$ cat src/mcc_pkg.sv
// Purpose: shared constants for the meter clear-command and information register bank
// Assumes: register indexes are word indexes; byte address is four times the index
// Notes: clear actions travel as one pulse vector whose bit positions are given here
package mcc_pkg;

  // word indexes of the write-only clear command registers
  localparam logic [15:0] IDX_CLR_HIST_MONTH = 16'h2580;
  localparam logic [15:0] IDX_CLR_REALTIME = 16'h2581;
  localparam logic [15:0] IDX_CLR_PRES_MONTH = 16'h2582;
  localparam logic [15:0] IDX_CLR_ALL_ENERGY = 16'h2583;
  localparam logic [15:0] IDX_CLR_SETUP_CNT = 16'h2584;
  localparam logic [15:0] IDX_CLR_MONTH_MAXDMD = 16'h2585;
  localparam logic [15:0] IDX_CLR_ALL_DEMAND = 16'h2586;
  localparam logic [15:0] IDX_CLR_OP_TIME = 16'h2587;
  localparam logic [15:0] IDX_CLR_EVENT_LOG = 16'h2588;
  localparam logic [15:0] IDX_CLR_PULSE1 = 16'h2589;
  localparam logic [15:0] IDX_CLR_PULSE2 = 16'h258A;
  localparam logic [15:0] IDX_CLR_PULSE3 = 16'h258B;
  localparam logic [15:0] IDX_CLR_ALL_PULSE = 16'h258C;
  localparam logic [15:0] IDX_CLR_RECORDER = 16'h258D;
  localparam logic [15:0] IDX_CLR_ALL_DATA = 16'h258E;

  // word indexes of the read-only information registers
  localparam logic [15:0] IDX_MODEL_FIRST = 16'h2648;
  localparam logic [15:0] IDX_FW_VERSION = 16'h265C;
  localparam logic [15:0] IDX_PROTO_VERSION = 16'h265D;
  localparam logic [15:0] IDX_FW_YEAR = 16'h265E;
  localparam logic [15:0] IDX_FW_MONTH = 16'h265F;
  localparam logic [15:0] IDX_FW_DAY = 16'h2660;
  localparam logic [15:0] IDX_SERIAL = 16'h2661;

  // block status and the self-read setting
  localparam logic [15:0] IDX_CLEAR_STATUS = 16'h2590;
  localparam logic [15:0] IDX_SELF_READ = 16'h2591;

  // information memory layout
  localparam int unsigned MODEL_LEN = 20;
  localparam int unsigned ROM_DEPTH = 26;
  localparam int unsigned ROM_AW = 5;
  localparam logic [ROM_AW-1:0] ROM_FW_VERSION = 5'h14;
  localparam logic [ROM_AW-1:0] ROM_PROTO_VERSION = 5'h15;
  localparam logic [ROM_AW-1:0] ROM_FW_YEAR = 5'h16;
  localparam logic [ROM_AW-1:0] ROM_FW_MONTH = 5'h17;
  localparam logic [ROM_AW-1:0] ROM_FW_DAY = 5'h18;
  localparam logic [ROM_AW-1:0] ROM_SERIAL = 5'h19;
  localparam logic [7:0] PAD_CHAR = 8'h20;

  // command words and reset values
  localparam logic [15:0] TRIGGER_WORD = 16'hFF00;
  localparam logic [15:0] SELF_READ_MANUAL = 16'hFFFF;
  localparam logic [15:0] SELF_READ_RESET = 16'h0000;
  localparam logic [3:0] LAST_CMD_NONE = 4'hF;
  localparam logic [1:0] RESP_OKAY = 2'h0;
  localparam logic [1:0] RESP_SLVERR = 2'h2;

  // clear action pulse vector bit positions
  localparam int unsigned ACT_W = 14;
  localparam int unsigned ACT_HIST_MONTH = 0;
  localparam int unsigned ACT_REALTIME = 1;
  localparam int unsigned ACT_PRES_MONTH = 2;
  localparam int unsigned ACT_SETUP_CNT = 3;
  localparam int unsigned ACT_MONTH_MAXDMD = 4;
  localparam int unsigned ACT_LAST_MAXDMD = 5;
  localparam int unsigned ACT_PRES_DEMAND = 6;
  localparam int unsigned ACT_OP_TIME = 7;
  localparam int unsigned ACT_EVENT_LOG = 8;
  localparam int unsigned ACT_PULSE1 = 9;
  localparam int unsigned ACT_PULSE2 = 10;
  localparam int unsigned ACT_PULSE3 = 11;
  localparam int unsigned ACT_RECORDER = 12;
  localparam int unsigned ACT_DMD_TRANSFER = 13;

  typedef logic [ACT_W-1:0] mcc_act_t;

endpackage

$ cat src/mcc_info_rom.sv
// Purpose: constant store for model name, versions, firmware date and serial number
// Assumes: one read per enable, data valid on the cycle after the enable
// Notes: contents come from parameters only; no file is loaded
`timescale 1ns/1ps
module mcc_info_rom
  import mcc_pkg::*;
#(
  parameter logic [8*MODEL_LEN-1:0] MODEL_NAME = "UNIT1               ", // arbitrary
  parameter int unsigned FW_MAJOR = 1,
  parameter int unsigned FW_MINOR = 0,
  parameter int unsigned FW_PATCH = 0,
  parameter int unsigned PROTO_MAJOR = 1,
  parameter int unsigned PROTO_MINOR = 0,
  parameter int unsigned FW_YEAR = 2000,
  parameter int unsigned FW_MONTH = 1,
  parameter int unsigned FW_DAY = 1,
  parameter logic [31:0] SERIAL = 32'h0000_0001 // arbitrary
) (
  input wire logic clk, // system clock
  input wire logic rst_b, // synchronous reset, active low
  input wire logic en, // read strobe
  input wire logic [ROM_AW-1:0] addr, // word within the store
  output logic [31:0] q // registered read data
);
  typedef struct packed {
    logic [31:0] q;
  } mcc_rom_state_t;

  mcc_rom_state_t s;
  mcc_rom_state_t next_s;

  // one entry of the store; blank name bytes read back as spaces
  function automatic logic [31:0] entry(input logic [ROM_AW-1:0] a);
    logic [7:0] c;
    c = 8'h00;
    entry = 32'h0000_0000;
    if (int'(a) < MODEL_LEN) begin
      c = MODEL_NAME[8*(MODEL_LEN-1-int'(a)) +: 8];
      entry = {24'h00_0000, (c == 8'h00) ? PAD_CHAR : c};
    end else begin
      unique case (a)
        ROM_FW_VERSION: entry = 32'(FW_MAJOR*10000 + FW_MINOR*100 + FW_PATCH);
        ROM_PROTO_VERSION: entry = 32'(PROTO_MAJOR*10 + PROTO_MINOR);
        ROM_FW_YEAR: entry = 32'(FW_YEAR - 2000);
        ROM_FW_MONTH: entry = 32'(FW_MONTH);
        ROM_FW_DAY: entry = 32'(FW_DAY);
        ROM_SERIAL: entry = SERIAL;
        default: entry = 32'h0000_0000;
      endcase
    end
  endfunction

  // read data is held until the next strobe
  always_comb begin
    next_s = s;
    if (en) begin
      next_s.q = entry(addr);
    end
  end

  always_ff @(posedge clk) begin
    if (!rst_b) begin
      s <= '0;
    end else begin
      s <= next_s;
    end
  end

  assign q = s.q;
endmodule

$ cat src/mcc_clear_ctrl.sv
// Purpose: clear-command and meter information registers behind an AXI4-Lite slave
// Assumes: one write and one read under way at a time; byte address = word index * 4
// Notes: clear actions leave as one-cycle pulses on CLR_ACTION for the meter logic
//
// Chosen here: the AXI4-Lite register port.
`timescale 1ns/1ps
module mcc_clear_ctrl
  import mcc_pkg::*;
#(
  parameter int unsigned ADDR_W = 16,
  parameter logic [8*MODEL_LEN-1:0] MODEL_NAME = "UNIT1               ", // arbitrary
  parameter int unsigned FW_MAJOR = 1,
  parameter int unsigned FW_MINOR = 0,
  parameter int unsigned FW_PATCH = 0,
  parameter int unsigned PROTO_MAJOR = 1,
  parameter int unsigned PROTO_MINOR = 0,
  parameter int unsigned FW_YEAR = 2000,
  parameter int unsigned FW_MONTH = 1,
  parameter int unsigned FW_DAY = 1,
  parameter logic [31:0] SERIAL = 32'h0000_0001 // arbitrary
) (
  input wire logic CLK, // 50 MHz system clock
  input wire logic RST_B, // synchronous reset, active low
  input wire logic [ADDR_W-1:0] S_AXI_AWADDR, // write byte address
  input wire logic S_AXI_AWVALID, // write address valid
  output logic S_AXI_AWREADY, // write address ready
  input wire logic [31:0] S_AXI_WDATA, // write data
  input wire logic [3:0] S_AXI_WSTRB, // write byte enables
  input wire logic S_AXI_WVALID, // write data valid
  output logic S_AXI_WREADY, // write data ready
  output logic [1:0] S_AXI_BRESP, // write response
  output logic S_AXI_BVALID, // write response valid
  input wire logic S_AXI_BREADY, // write response ready
  input wire logic [ADDR_W-1:0] S_AXI_ARADDR, // read byte address
  input wire logic S_AXI_ARVALID, // read address valid
  output logic S_AXI_ARREADY, // read address ready
  output logic [31:0] S_AXI_RDATA, // read data
  output logic [1:0] S_AXI_RRESP, // read response
  output logic S_AXI_RVALID, // read data valid
  input wire logic S_AXI_RREADY, // read data ready
  output mcc_act_t CLR_ACTION // one-cycle clear pulses, see package
);
  typedef struct packed {
    logic aw_held;
    logic [15:0] aw_idx;
    logic w_held;
    logic [31:0] wdata;
    logic [3:0] wstrb;
    logic bvalid;
    logic [1:0] bresp;
    logic rd_wait;
    logic rvalid;
    logic [31:0] rdata;
    logic [1:0] rresp;
    mcc_act_t clr;
    logic month_defer;
    logic [3:0] last_cmd;
    logic [15:0] clr_count;
    logic [15:0] self_read;
  } mcc_state_t;

  localparam mcc_state_t STATE_RESET = '{
    aw_held: 1'b0, aw_idx: 16'h0000, w_held: 1'b0, wdata: 32'h0000_0000,
    wstrb: 4'h0, bvalid: 1'b0, bresp: RESP_OKAY, rd_wait: 1'b0,
    rvalid: 1'b0, rdata: 32'h0000_0000, rresp: RESP_OKAY, clr: '0,
    month_defer: 1'b0, last_cmd: LAST_CMD_NONE, clr_count: 16'h0000,
    self_read: SELF_READ_RESET
  };

  mcc_state_t s;
  mcc_state_t next_s;

  logic aw_hs;
  logic w_hs;
  logic ar_hs;
  logic [15:0] ar_idx;
  logic ar_info;
  logic rom_en;
  logic [ROM_AW-1:0] rom_addr;
  logic [31:0] rom_q;

  // byte address to word index; low two address bits are ignored
  function automatic logic [15:0] to_idx(input logic [ADDR_W-1:0] a);
    to_idx = 16'(a >> 2);
  endfunction

  // true for indexes held in the information store
  function automatic logic is_info(input logic [15:0] idx);
    is_info = (idx >= IDX_MODEL_FIRST) && (idx <= IDX_SERIAL);
  endfunction

  // true for the write-only clear command registers
  function automatic logic is_clear(input logic [15:0] idx);
    is_clear = (idx >= IDX_CLR_HIST_MONTH) && (idx <= IDX_CLR_ALL_DATA);
  endfunction

  // clear actions carried out by each command register
  function automatic mcc_act_t clear_map(input logic [15:0] idx);
    mcc_act_t a;
    mcc_act_t energy;
    mcc_act_t demand;
    mcc_act_t pulses;
    a = '0;
    energy = '0;
    demand = '0;
    pulses = '0;
    energy[ACT_REALTIME] = 1'b1;
    energy[ACT_HIST_MONTH] = 1'b1;
    energy[ACT_PRES_MONTH] = 1'b1;
    demand[ACT_PRES_DEMAND] = 1'b1;
    demand[ACT_MONTH_MAXDMD] = 1'b1;
    demand[ACT_LAST_MAXDMD] = 1'b1;
    pulses[ACT_PULSE1] = 1'b1;
    pulses[ACT_PULSE2] = 1'b1;
    pulses[ACT_PULSE3] = 1'b1;
    unique case (idx)
      IDX_CLR_HIST_MONTH: a[ACT_HIST_MONTH] = 1'b1;
      IDX_CLR_REALTIME: a[ACT_REALTIME] = 1'b1;
      IDX_CLR_PRES_MONTH: a[ACT_PRES_MONTH] = 1'b1;
      IDX_CLR_ALL_ENERGY: a = energy;
      IDX_CLR_SETUP_CNT: a[ACT_SETUP_CNT] = 1'b1;
      IDX_CLR_MONTH_MAXDMD: a[ACT_MONTH_MAXDMD] = 1'b1;
      IDX_CLR_ALL_DEMAND: a = demand;
      IDX_CLR_OP_TIME: a[ACT_OP_TIME] = 1'b1;
      IDX_CLR_EVENT_LOG: a[ACT_EVENT_LOG] = 1'b1;
      IDX_CLR_PULSE1: a[ACT_PULSE1] = 1'b1;
      IDX_CLR_PULSE2: a[ACT_PULSE2] = 1'b1;
      IDX_CLR_PULSE3: a[ACT_PULSE3] = 1'b1;
      IDX_CLR_ALL_PULSE: a = pulses;
      IDX_CLR_RECORDER: a[ACT_RECORDER] = 1'b1;
      IDX_CLR_ALL_DATA: begin
        a = energy | demand | pulses;
        a[ACT_SETUP_CNT] = 1'b1;
        a[ACT_OP_TIME] = 1'b1;
        a[ACT_EVENT_LOG] = 1'b1;
        a[ACT_RECORDER] = 1'b1;
      end
      default: a = '0;
    endcase
    clear_map = a;
  endfunction

  // merge a 16-bit register with the low byte lanes of a write
  function automatic logic [15:0] merge16(input logic [15:0] old, input logic [31:0] d,
                                          input logic [3:0] be);
    merge16 = old;
    if (be[0]) begin
      merge16[7:0] = d[7:0];
    end
    if (be[1]) begin
      merge16[15:8] = d[15:8];
    end
  endfunction

  // channel handshakes; one write and one read outstanding at most
  assign S_AXI_AWREADY = !s.aw_held && !s.bvalid;
  assign S_AXI_WREADY = !s.w_held && !s.bvalid;
  assign S_AXI_ARREADY = !s.rd_wait && !s.rvalid;
  assign aw_hs = S_AXI_AWVALID && S_AXI_AWREADY;
  assign w_hs = S_AXI_WVALID && S_AXI_WREADY;
  assign ar_hs = S_AXI_ARVALID && S_AXI_ARREADY;

  // information reads go through the registered store, one cycle later
  assign ar_idx = to_idx(S_AXI_ARADDR);
  assign ar_info = is_info(ar_idx);
  assign rom_en = ar_hs && ar_info;
  assign rom_addr = ROM_AW'(ar_idx - IDX_MODEL_FIRST);

  mcc_info_rom #(
    .MODEL_NAME(MODEL_NAME),
    .FW_MAJOR(FW_MAJOR),
    .FW_MINOR(FW_MINOR),
    .FW_PATCH(FW_PATCH),
    .PROTO_MAJOR(PROTO_MAJOR),
    .PROTO_MINOR(PROTO_MINOR),
    .FW_YEAR(FW_YEAR),
    .FW_MONTH(FW_MONTH),
    .FW_DAY(FW_DAY),
    .SERIAL(SERIAL)
  ) u_info (
    .clk(CLK),
    .rst_b(RST_B),
    .en(rom_en),
    .addr(rom_addr),
    .q(rom_q)
  );

  // next-state logic for both channels and the clear sequencer
  always_comb begin
    mcc_act_t act;
    act = '0;
    next_s = s;
    next_s.clr = '0;
    // second half of a manual-mode demand clear: the copy went out last cycle
    if (s.month_defer) begin
      next_s.clr[ACT_MONTH_MAXDMD] = 1'b1;
      next_s.month_defer = 1'b0;
    end
    // write address and data may arrive in either order
    if (aw_hs) begin
      next_s.aw_held = 1'b1;
      next_s.aw_idx = to_idx(S_AXI_AWADDR);
    end
    if (w_hs) begin
      next_s.w_held = 1'b1;
      next_s.wdata = S_AXI_WDATA;
      next_s.wstrb = S_AXI_WSTRB;
    end
    if (s.bvalid && S_AXI_BREADY) begin
      next_s.bvalid = 1'b0;
    end
    // both halves held: act on the write and answer it
    if (s.aw_held && s.w_held && !s.bvalid) begin
      next_s.aw_held = 1'b0;
      next_s.w_held = 1'b0;
      next_s.bvalid = 1'b1;
      next_s.bresp = RESP_OKAY;
      if (is_clear(s.aw_idx)) begin
        // a partial or wrong word is accepted but fires nothing
        if (s.wdata[15:0] == TRIGGER_WORD && s.wstrb[1:0] == 2'h3) begin
          act = clear_map(s.aw_idx);
          // manual self-read copies this month into last month before clearing
          if (act[ACT_MONTH_MAXDMD] && !act[ACT_LAST_MAXDMD]
              && s.self_read == SELF_READ_MANUAL) begin
            act[ACT_MONTH_MAXDMD] = 1'b0;
            act[ACT_DMD_TRANSFER] = 1'b1;
            next_s.month_defer = 1'b1;
          end
          next_s.clr = next_s.clr | act;
          next_s.last_cmd = 4'(s.aw_idx - IDX_CLR_HIST_MONTH);
          next_s.clr_count = s.clr_count + 16'h0001;
        end
      end else if (s.aw_idx == IDX_SELF_READ) begin
        next_s.self_read = merge16(s.self_read, s.wdata, s.wstrb);
      end else begin
        // information and clear status registers are read-only; other indexes are unmapped
        next_s.bresp = RESP_SLVERR;
      end
    end
    // read channel
    if (s.rvalid && S_AXI_RREADY) begin
      next_s.rvalid = 1'b0;
    end
    if (s.rd_wait) begin
      next_s.rd_wait = 1'b0;
      next_s.rvalid = 1'b1;
      next_s.rdata = rom_q;
      next_s.rresp = RESP_OKAY;
    end
    if (ar_hs) begin
      if (ar_info) begin
        next_s.rd_wait = 1'b1;
      end else begin
        next_s.rvalid = 1'b1;
        next_s.rresp = RESP_OKAY;
        if (is_clear(ar_idx)) begin
          next_s.rdata = 32'h0000_0000;
        end else if (ar_idx == IDX_CLEAR_STATUS) begin
          next_s.rdata = {s.clr_count, 12'h000, s.last_cmd};
        end else if (ar_idx == IDX_SELF_READ) begin
          next_s.rdata = {16'h0000, s.self_read};
        end else begin
          next_s.rdata = 32'h0000_0000;
          next_s.rresp = RESP_SLVERR;
        end
      end
    end
  end

  // state register; synchronous reset to constants only
  always_ff @(posedge CLK) begin
    if (!RST_B) begin
      s <= STATE_RESET;
    end else begin
      s <= next_s;
    end
  end

  // response, read data and action outputs come straight from the state register; the ready outputs are gated from it
  assign S_AXI_BVALID = s.bvalid;
  assign S_AXI_BRESP = s.bresp;
  assign S_AXI_RVALID = s.rvalid;
  assign S_AXI_RDATA = s.rdata;
  assign S_AXI_RRESP = s.rresp;
  assign CLR_ACTION = s.clr;
endmodule

$ cat config.mk
export PLATFORM = sky130hd
export DESIGN_NAME = mcc_clear_ctrl
export DESIGN_NICKNAME = d
export VERILOG_FILES = /design/src/mcc_pkg.sv /design/src/mcc_info_rom.sv /design/src/mcc_clear_ctrl.sv
export SDC_FILE = /design/constraint.sdc
export NUM_CORES = 1
export LEC_CHECK = 0
export BUFFER_PORTS_ARGS = -buffer_cell sky130_fd_sc_hd__buf_2
export CAP_MARGIN = 20
export CORE_MARGIN = 2
export CORE_UTILIZATION = 55
export CTS_BUF_LIST = sky130_fd_sc_hd__clkbuf_4
export DETAILED_ROUTE_END_ITERATION = 12
export PLACE_DENSITY_LB_ADDON = 0.2
export SETUP_SLACK_MARGIN = 0.15
export SLEW_MARGIN = 20
export SYNTH_ARGS = -nofsm -noshare
export SYNTH_HDL_FRONTEND = slang
export SYNTH_SLANG_ARGS = --single-unit
export TNS_END_PERCENT = 50
$ cat constraint.sdc
create_clock -name CLK -period 4 [get_ports CLK]
set_input_delay 0.8 -clock CLK [delete_from_list [all_inputs] [get_ports CLK]]
set_output_delay 0.8 -clock CLK [all_outputs]
set_load 0.02 [all_outputs]
# ---- After elaboration in Yosys (flattened, before gate mapping)
# Index checks and enable logic that the tools add are counted.
dict set report word_totals {
  register_bits 156
  in_bits 75
  out_inout_bits 55
  elab_cells 185
}
dict set report classes {
  n_addsub 4
  n_lt_le_gt_ge 7
  n_eq_ne 26
  shifts 1
  muxes 82
  bitwise 3
  reduce_logical 43
}
# operator n
set op_table {}
lappend op_table {{$eq 14x14->1 const B} 18}
lappend op_table {{$shiftx 160x33->8 const A} 1}
lappend op_table {{$mux 32} 3}
lappend op_table {{$mux 35} 2}
lappend op_table {{$mux 1} 56}
lappend op_table {{$mux 26} 2}
lappend op_table {{$mux 16} 3}
lappend op_table {{$ge 14x14->1 const B} 3}
lappend op_table {{$le 14x14->1 const B} 3}
lappend op_table {{$mux 42} 1}
lappend op_table {{$pmux 14 s3} 1}
lappend op_table {{$mux 36} 1}
lappend op_table {{$eq 16x16->1 const B} 2}
lappend op_table {{$eq 5x5->1 const B} 5}
lappend op_table {{$mux 8} 3}
lappend op_table {{$reduce_or 3->1} 8}
lappend op_table {{$mux 2} 9}
lappend op_table {{$logic_and 1x1->1} 17}
lappend op_table {{$add 16x1->16 const B} 1}
lappend op_table {{$or 5x14->14} 1}
lappend op_table {{$reduce_and 4->1} 3}
lappend op_table {{$reduce_or 2->1} 6}
lappend op_table {{$logic_not 8->1} 1}
lappend op_table {{$logic_not 1->1} 6}
lappend op_table {{9 further kinds} 10}

# ---- Longest topological paths before layout
# Gate-level depths: netlist of run 1.
dict set report depth {
  depth_word 17
  ltp_mapped 10
  mapped_depth_nobuf 7
}

# ---- By module
# From an unflattened synthesis of run 1, not the netlist that was laid out.
dict set report unflattened {
  cells_unflattened 704
  area_unflattened_um2 6112.1
}
# module instances cells_per_inst area_each_um2 seq_area_each_um2
set modules_own_cells {}
lappend modules_own_cells {mcc_clear_ctrl 1 620 5442.7 2422.3}
lappend modules_own_cells {mcc_info_rom 1 84 669.4 160.2}

# ---- Worst setup path after synthesis of run 1
# No wires, ideal clock.
dict set report synth_timing {
  path_kind {input port to flip-flop}
  startpoint {input port S_AXI_ARADDR[5]}
  endpoint {register u_info.s (netlist bit u_info.q[4])}
  setup_ns 0.078
  t_arrival_ns 2.559
  required_ns 3.922
  path_slack_ns 1.363
  path_stages 8
  n_path_buf 1
  cell_sequence {inv_1 -> ha_1 -> clkbuf_1 -> or3b_2 -> a211oi_1 -> a21oi_1 -> o311a_1 -> nor3_1}
}
dict set report synth_between {
  elab_chain_cells 6
  elab_cells_between_ends 18
  classes_between {add/sub (2); order compare (3); eq/ne (5); shift (1); mux (3); reduce/logical (4)}
}
# element line
set synth_lines {}
lappend synth_lines {{from (decl)} mcc_clear_ctrl.sv:34} ;# input wire logic [ADDR_W-1:0] S_AXI_ARADDR,
lappend synth_lines {{$sub 5x4->5} mcc_clear_ctrl.sv:167} ;# assign rom_addr = ROM_AW'(ar_idx - IDX_MODEL_FIRST);
lappend synth_lines {{$sub 5x5->6} mcc_info_rom.sv:38} ;# c = MODEL_NAME[8*(MODEL_LEN-1-int'(a)) +: 8];
lappend synth_lines {{$shiftx 160x33->8} mcc_info_rom.sv:38}
lappend synth_lines {{$logic_not 8->1} mcc_info_rom.sv:39} ;# entry = {24'h00_0000, (c == 8'h00) ? PAD_CHAR : c};
lappend synth_lines {{$mux 8} mcc_info_rom.sv:39}
lappend synth_lines {{$mux 32} mcc_info_rom.sv:37} ;# if (int'(a) < MODEL_LEN) begin
lappend synth_lines {{to (signal assigned)} mcc_info_rom.sv:65} ;# s <= next_s;
lappend synth_lines {{to (decl)} mcc_info_rom.sv:29} ;# mcc_rom_state_t s;
# Parallel ways exist; a longest one is shown, timed or not.
# A chain may end at the register's enable or synchronous reset.

# ---- Worst setup path after layout of run 1
dict set report layout_timing {
  startpoint {input port S_AXI_ARADDR[4]}
  endpoint {register s (netlist bit S_AXI_RDATA[29])}
}
dict set report layout_between {
  elab_chain_cells 5
  elab_cells_between_ends 11
  classes_between {order compare (4); eq/ne (1); mux (4); reduce/logical (2)}
}
# element line
set layout_lines {}
lappend layout_lines {{$ge 14x14->1 (tied with other cells)} mcc_clear_ctrl.sv:94} ;# is_clear = (idx >= IDX_CLR_HIST_MONTH) && (idx <= IDX_CLR_ALL_DATA);
lappend layout_lines {{$logic_and 1x1->1 / $mux 32 (equally long branches)} {mcc_clear_ctrl.sv:94, mcc_clear_ctrl.sv:258}}
lappend layout_lines {{$mux 32} mcc_clear_ctrl.sv:256} ;# if (is_clear(ar_idx)) begin
lappend layout_lines {{$mux 35 (*)} mcc_clear_ctrl.sv:251} ;# if (ar_info) begin
lappend layout_lines {{$mux 36 (*)} mcc_clear_ctrl.sv:250} ;# if (ar_hs) begin
lappend layout_lines {{to (signal assigned)} mcc_clear_ctrl.sv:275} ;# s <= next_s;
lappend layout_lines {{to (decl)} mcc_clear_ctrl.sv:70} ;# mcc_state_t s;
# Mark *: on every way between the ends. The rest lies on a longest branch, timed or not.

==> run metrics, run 1 <==
Die Ht=between 100 and 150 µm; Syn Area/Cell=between 8 and 9 µm²; GR Util met1=0.2970; Buf/Inv on CP=2; RSZ-0062 raised after global routing=no; die width=~110 µm; cell area after synthesis=between 6000 and 7000 µm²; Fin. Hold Viols=0; vias per cell=5.615; Core Footprint=around 11000 µm²; final worst path period share=0.6631; cell count after synthesis=slightly above 700; Synth Register Bits=approximately 130; startpoint types=input port; worst-skew pair later-pin latency=roughly 0.50 ns; detailed-route via count=approximately 5000; hold wc startpoint=S_AXI_RRESP[0]; TritonRoute pass-1 iters=5; setup ws final=roughly 1.3 ns; initial antenna violation count=0; largest net degree at the start of global routing=69; CP arrival=slightly above 3 ns; Top FF cell, synth=dfxtp_1; Slew headroom=0.4432; placed cell count=approximately 860; sequential element share of the synthesized area=0.4217; Internal=about 0.0016 W; Max clock buf depth=2; CTS tree=yes; clock root buffer master=clkbuf_4; Pwr Density=roughly 350 nW/µm²; met3 usage=0.05216; PortBufs=106; met2 Resource Use GR=0.3510; CP max stage delay=~0.6 ns; critical path class=in -> reg; leakage=approximately 2.6 nW; Remaining DRCs=0; CTS Sinks=around 130; FFs w/ async S/R, synth=0; Synthesis Warnings=0; Worst Tran Pin Value=0.8351 ns; H-tree Lvls=4; Post-CTS Setup Bufs=0; Synth cell types=65; Area growth, synth to finish=5.394%; FP Rows=38; post_cts resized=0; Max Cap Violations=0; Worst Skew=0.01363 ns; DRC marker count from the first detailed-route iteration=about 320; number of CTS-inserted buffers=17; worst vdd ir=approximately 0.24 mV; worst hold path depth=1; sequential power share=0.603; setup violators final=0; Post-synth EDFFs=0; post-layout min period=approximately 2.7 ns; switching share of power=0.2613; Reg clk slew, reported paths=around 0.090 ns; global-route wire length before repair=about 21000 µm; R2R cell count=5; R2R Path End=S_AXI_RDATA[29]; initial core utilization=0.5649; Synth top area share=0.4217; status=finished clean; Hold Path End=S_AXI_RRESP[0]; post-DP HPWL=9403 µm; vias in the first global route=between 4000 and 5000; final setup TNS=0 ns; nets=between 800 and 900; I/O pin count=130; Final ANT Viol Nets=0; synth top area cells=dfxtp_1 (42%), buf_4 (6.1%), a21oi_1 (5.9%); Max Freq=approximately 380 MHz; Hold Path Class=reg -> reg; critical path required time=roughly 4.4 ns; R2R Setup Slk=around 1.6 ns; post-route insts no fill=approximately 900; antenna cell count=0; Final Wtd Congestion=0.8854; worst-path fanout max=24; Cell Chain, Critical Path=buf_2, inv_1, ha_1, nor3b_1, o211ai_1, o21ba_2, and3_1, a22o_1; Clock power frac=0.296; GRT Total Usage=0.2211; # hold bufs at CTS=0; Worst setup EP type=flop; WL final=between 10000 and 15000 µm; combinational power share=0.101; area leader, netlist=dfxtp_1; gr busiest metal=met2; worst flop-to-flop path startpoint=s[86]; fraction of layout cells with a size suffix above 1=0.2253; area of the die=~12000 µm²; pre-CTS WS=between 0.8 and 0.9 ns; P_sw=slightly below 0.0006 W; CP Depth=8; Crit path max-delay family=compound AO/OA/AOI/OAI gates; Max Slew Vio Count=0; slowest CP cell=and3_1; WL/cell=about 15 µm; global route overflow=0; Synthesized Nets=787
==> registers in the layout (all words and copies together) (netlist names) <==
signal and flops:
CLR_ACTION 13, S_AXI_BRESP 1, S_AXI_BVALID 1, S_AXI_RDATA 32, S_AXI_RRESP 2, S_AXI_RVALID 1
s 71, u_info.q 8
==> cells by family (layout without fill, tap and decap cells) <==
family,after synthesis,count (layout),share of synthesized area
other,1,1,0.0006124
adders and majority gates,7,7,0.01430
muxes,29,29,0.04741
and+or+nand+nor,286,286,0.2515
DFF,129,129,0.4217
xor gates and xnor gates,3,3,0.004292
AOI/OAI and AO/OA,146,146,0.1559
buffers and inverters,104,149,0.1042
==> worst reg2reg max path: cells and delay by family, from the launching register on <==
kind / cells / cell delay, ns
flops: 1 / 0.55
compound gates: 2 / 0.75
simple gates: 3 / 1.08
==> how the worst max path moves through the flow <==
| stage | end | startpoint |
|---|---|---|
| floorplan | u_info.q[4] | S_AXI_ARADDR[5] |
| global route | S_AXI_RDATA[28] | S_AXI_ARADDR[4] |
| detailed placement | S_AXI_RDATA[29] | S_AXI_ARADDR[4] |
| global placement | S_AXI_RDATA[31] | S_AXI_ARADDR[4] |
| finish | S_AXI_RDATA[29] | S_AXI_ARADDR[4] |
| CTS | S_AXI_RDATA[29] | S_AXI_ARADDR[4] |
==> routing by layer <==
metal / routed length [µm] / up-vias
li1: - / 2532
met1: 6185 / 2305
met2: 5945 / 151
met3: 793 / 9
met4: 107 / 0
met5: 0 / -
==> power groups by stage <==
stage	clock network [W]	registers (W)	logic, W
after floorplan	0	0.00136	0.000176
after global placement	0	0.00137	0.000217
after detailed placement	0	0.00137	0.000224
after CTS	0.000677	0.00134	0.000225
after global routing	0.000739	0.00135	0.000252
final	0.000662	0.00135	0.000226
==> cells in the final DEF (no fill, tap or decap), types with 5 or more instances in the layout <==
| cell | count |
|---|---|
| dfxtp_1 | 129 |
| nand2_1 | 84 |
| o41ai_1 | 6 |
| clkbuf_4 | 22 |
| or2_2 | 15 |
| nand3_1 | 19 |
| nand4_1 | 20 |
| nand4b_1 | 7 |
| a21oi_1 | 72 |
| mux2i_1 | 29 |
| nor2_1 | 48 |
| nor4_1 | 7 |
| a21o_1 | 5 |
| nand2b_1 | 18 |
| nor2b_1 | 6 |
| inv_1 | 13 |
| nor3_1 | 16 |
| nor3b_1 | 5 |
| ha_1 | 7 |
| and3_1 | 5 |
| buf_2 | 106 |
| o21ai_0 | 11 |
| a22o_1 | 21 |
==> cell type report <==
class / count / area, µm²
Timing Repair Buffer: 109 / 553.0
Tap cell: 140 / 175.2
Fill cell: 1012 / 4387
Multi-Input combinational cell: 472 / 2908
Inverter: 14 / 52.55
Clock inverter: 4 / 17.52
Sequential cell: 129 / 2582
Clock buffer: 22 / 165.2
==> per-stage QoR <==
stage / cell area [µm²] / power (W) / util / hold slack, ns
after floorplan: 6123 / 0.001536 / - / 0.4311
after global routing: 6454 / 0.002342 / 0.5953 / 0.4844
after global placement: 6271 / 0.001589 / 0.5785 / 0.4394
final: 6454 / 0.002233 / 0.5953 / 0.4661
after detailed placement: 6271 / 0.001599 / 0.5785 / 0.4434
after CTS: 6454 / 0.002246 / 0.5953 / 0.4649
==> synth_stat cells (all sizes together), types with 6 or more instances <==
| cell | instances |
|---|---|
| o21ai | 13 |
| ha | 7 |
| o41ai | 6 |
| a22o | 21 |
| nor4 | 9 |
| mux2i | 29 |
| inv | 14 |
| nand3 | 19 |
| clkbuf | 27 |
| a21oi | 72 |
| dfxtp | 129 |
| nand2b | 18 |
| nor2b | 6 |
| nor3 | 17 |
| nand2 | 85 |
| nor2 | 48 |
| or2 | 15 |
| nand4b | 7 |
| buf | 63 |
| or4 | 6 |
| nand4 | 20 |
Power figures use the tool's default switching activity.
==> run 2: changes to the inputs <==
- ABC_AREA: default -> 1
- clock period: 4 -> 2.5 ns (I/O delays scaled with it)
==> run 2 against run 1 <==
Effect of this change:
- sequential share of layout area decreased by 3.3 points
- count of clock-buffer cells in the layout decreased by 2
- hold slack got worse by 0.25 ns
- register-to-register slack got worse by 1.1 ns
- critical endpoint is now s[9]
- non-clock buffer count increased by 10
- design area increased by 8.9%
- core utilization increased by 2.0 points
- synthesized area increased by 4.9%
- combinational power increased by 80%
- sequential cell count unchanged
- final cell count increased by 27%
==> run metrics, run 2 <==
Max clock buf depth=2 (unchanged); cell area after layout=7027 µm² (+8.9%); most common cell after layout, fill and taps aside=nand2_1; Buf/Inv on CP=1 (-1); placed cell area=6688 µm² (+6.6%); max reg flops=71 (unchanged); WL final=14420 µm (+11%); Post-CTS Setup Bufs=0 (unchanged); sequential element share of the synthesized area=0.4021 (-0.01964); FFs w/ async S/R, synth=0 (unchanged); status=finished clean; Metal-1 WL=7284 µm (+18%); worst-skew pair later-pin latency=0.52 ns (+0.02 ns); area leader, netlist=dfxtp_1; global route overflow=0 (unchanged); met3 wire len=863 µm (+8.8%); Hold Path Class=in -> reg; Post-synth EDFFs=0 (unchanged); critical path required time=2.96 ns (-1.47 ns); R2R cell count=8 (+3); startpoint types=flop; initial antenna violation count=0 (unchanged); storage element area=2582 µm² (unchanged); vias in the first global route=4941 (+12%); clock root buffer master=clkbuf_4; Reg clk slew, reported paths=0.11 ns (+0.02 ns); fraction of layout cells with a size suffix above 1=0.1765 (-0.04886); Max Slew Vio Count=0 (unchanged); critical path startpoint=s[140]; CTS tree=yes; R2R Setup Slk=0.41 ns (-1.14 ns); Top FF cell, synth=dfxtp_1; most frequent cells in the layout=nand2_1 (180), dfxtp_1 (129), nor2_1 (127); cell area after synthesis=6422 µm² (+4.9%); worst flop-to-flop path startpoint=s[140]; hold slack=0.2154 ns (-0.2507 ns); I/O pin count=130 (unchanged); initial core utilization=0.5625 (-0.002407); CP max stage delay=0.43 ns (-0.18 ns); area of the multi-input gates=2987 µm² (+2.7%); Final ANT Viol Nets=0 (unchanged); Fin. Hold Viols=0 (unchanged); Final Wtd Congestion=0.9068 (+2.4%); post-DP HPWL=10620 µm (+13%); worst-path fanout max=13 (-46%); largest net degree at the start of global routing=68 (-1.4%); Die Ht=112.1 µm (+2.3%); PortBufs=106 (unchanged); number of CTS-inserted buffers=17 (unchanged); Synth top area share=0.4021 (-0.01964); largest reg by FF count=s; Pwr Density=600.6 nW/µm² (+74%); Max Freq=479.3 MHz; Remaining DRCs=0 (unchanged); vias per cell=5.200 (-7.4%); Synth Register Bits=129 (unchanged); met2 WL=6099 µm (+2.6%); Syn Area/Cell=6.996 µm² (-19%); CP Depth=8 (unchanged); nets=1055 (+28%); GRT Total Usage=0.2310 (+0.009962); critical path class=reg -> reg; antenna cell count=0 (unchanged); global-route wire length before repair=23870 µm (+14%); layout filler cell count=1102 (+8.9%); FP Rows=39 (+2.6%); Synthesized Nets=1000 (+27%); RSZ-0062 raised after global routing=no; Area growth, synth to finish=9.410%; crit path to=s[9]; Cell Chain, Critical Path=nand2_1, inv_1, nand2_1, nor3_1, nand3_2, nor2_2, o21ai_0, a21oi_1; Core Footprint=11420 µm² (+5.3%); Synthesis Warnings=0 (unchanged); H-tree Lvls=4 (unchanged); cell count after synthesis=918 (+30%); R2R Path End=s[9]; Worst setup EP type=flop; post-layout min period=approximately 2.1 ns; detailed-route via count=5871 (+17%); area of the die=12560 µm² (+4.7%); # hold bufs at CTS=0 (unchanged); leakage=3.045 nW (+17%); synth top area cells=dfxtp_1 (40%), nand2_1 (11%), nor2_1 (7.4%); crit-path most repeated cell=nand2_1; post-route insts no fill=1129 (+27%); die width=112.1 µm (+2.3%); Synth cell types=38 (-42%); top sig layer=met4; final setup TNS=0 ns (unchanged); Worst Tran Pin Value=0.6501 ns (-0.1850 ns); most frequent cell after synthesis=nand2_1; worst vdd ir=0.3562 mV (+47%); post_cts resized=0 (unchanged); TritonRoute pass-1 iters=6 (+1); Crit path max-delay family=simple AND/OR/NAND/NOR gates; DRC marker count from the first detailed-route iteration=475 (+51%); Slew headroom=0.5639 (+0.1207); Max Cap Violations=0 (unchanged); placed cell count=1097 (+27%); CP arrival=2.54 ns (-0.55 ns); slowest CP cell=nor2_2; setup violators final=0 (unchanged); top post-synthesis cells by count=nand2_1 (180), dfxtp_1 (129), nor2_1 (127); final worst path period share=0.8346; Worst Skew=0.01594 ns (+0.002315 ns); WL/cell=12.78 µm (-13%); CTS Sinks=129 (unchanged)
run 2: tightest hold or removal path, cell delays in order:
cell,delay [ns]
buf_2,0.07
o21ai_0,0.07
nor2_1,0.07
run 2: metrics by stage:
stage	worst slack, ns	power, W	util
6_report	0.4135	0.004220	0.6154
4_1_cts	0.4621	0.004258	0.6154
3_3_place_gp	0.2962	0.002610	0.5857
2_1_floorplan	0.7401	0.002486	-
5_1_grt	0.2277	0.004416	0.6154
3_5_place_dp	0.2626	0.002616	0.5857
run 2: worst min path at each step:
stage / start / cells past startpoint / endpoint
3_3_place_gp: S_AXI_RRESP[0] / 2 / S_AXI_RRESP[0]
5_1_grt: S_AXI_WDATA[6] / 3 / s[100]
2_1_floorplan: CLR_ACTION[13] / 2 / CLR_ACTION[4]
3_5_place_dp: S_AXI_RRESP[0] / 2 / S_AXI_RRESP[0]
4_1_cts: S_AXI_WDATA[5] / 3 / s[99]
6_report: S_AXI_AWADDR[9] / 3 / s[134]
run 2: metal layers:
layer	GRT usage	vias up
met5	0	-
met1	0.3424	2594
met4	0.06260	0
li1	-	3081
met3	0.04968	20
met2	0.3430	176
run 2: area by class of cell:
class                   instances  area share
multi-input cells             623      0.4250
clock inverters                12     0.02689
inverters                      83     0.04434
clock buffers                  20     0.02137
flip-flops and latches        129      0.3675
repair buffers                119     0.08939
well taps                     143     0.02546
run 2: logic make-up after synthesis:
logic type	share of synthesized area
adders and majority gates	0.01364
AOI/OAI and AO/OA	0.1321
DFF	0.4021
and+or+nand+nor	0.3133
other	0.0005839
buffers and inverters	0.1329
xor gates and xnor gates	0.005454
run 2: where the power goes:
group / internal, W / leakage, nW / total, W / switching (W)
registers: 0.00211 / 1.05 / 0.00216 / 0.0000501
logic: 0.000132 / 1.81 / 0.000407 / 0.000275
clock network: 0.000918 / 0.183 / 0.00165 / 0.000732
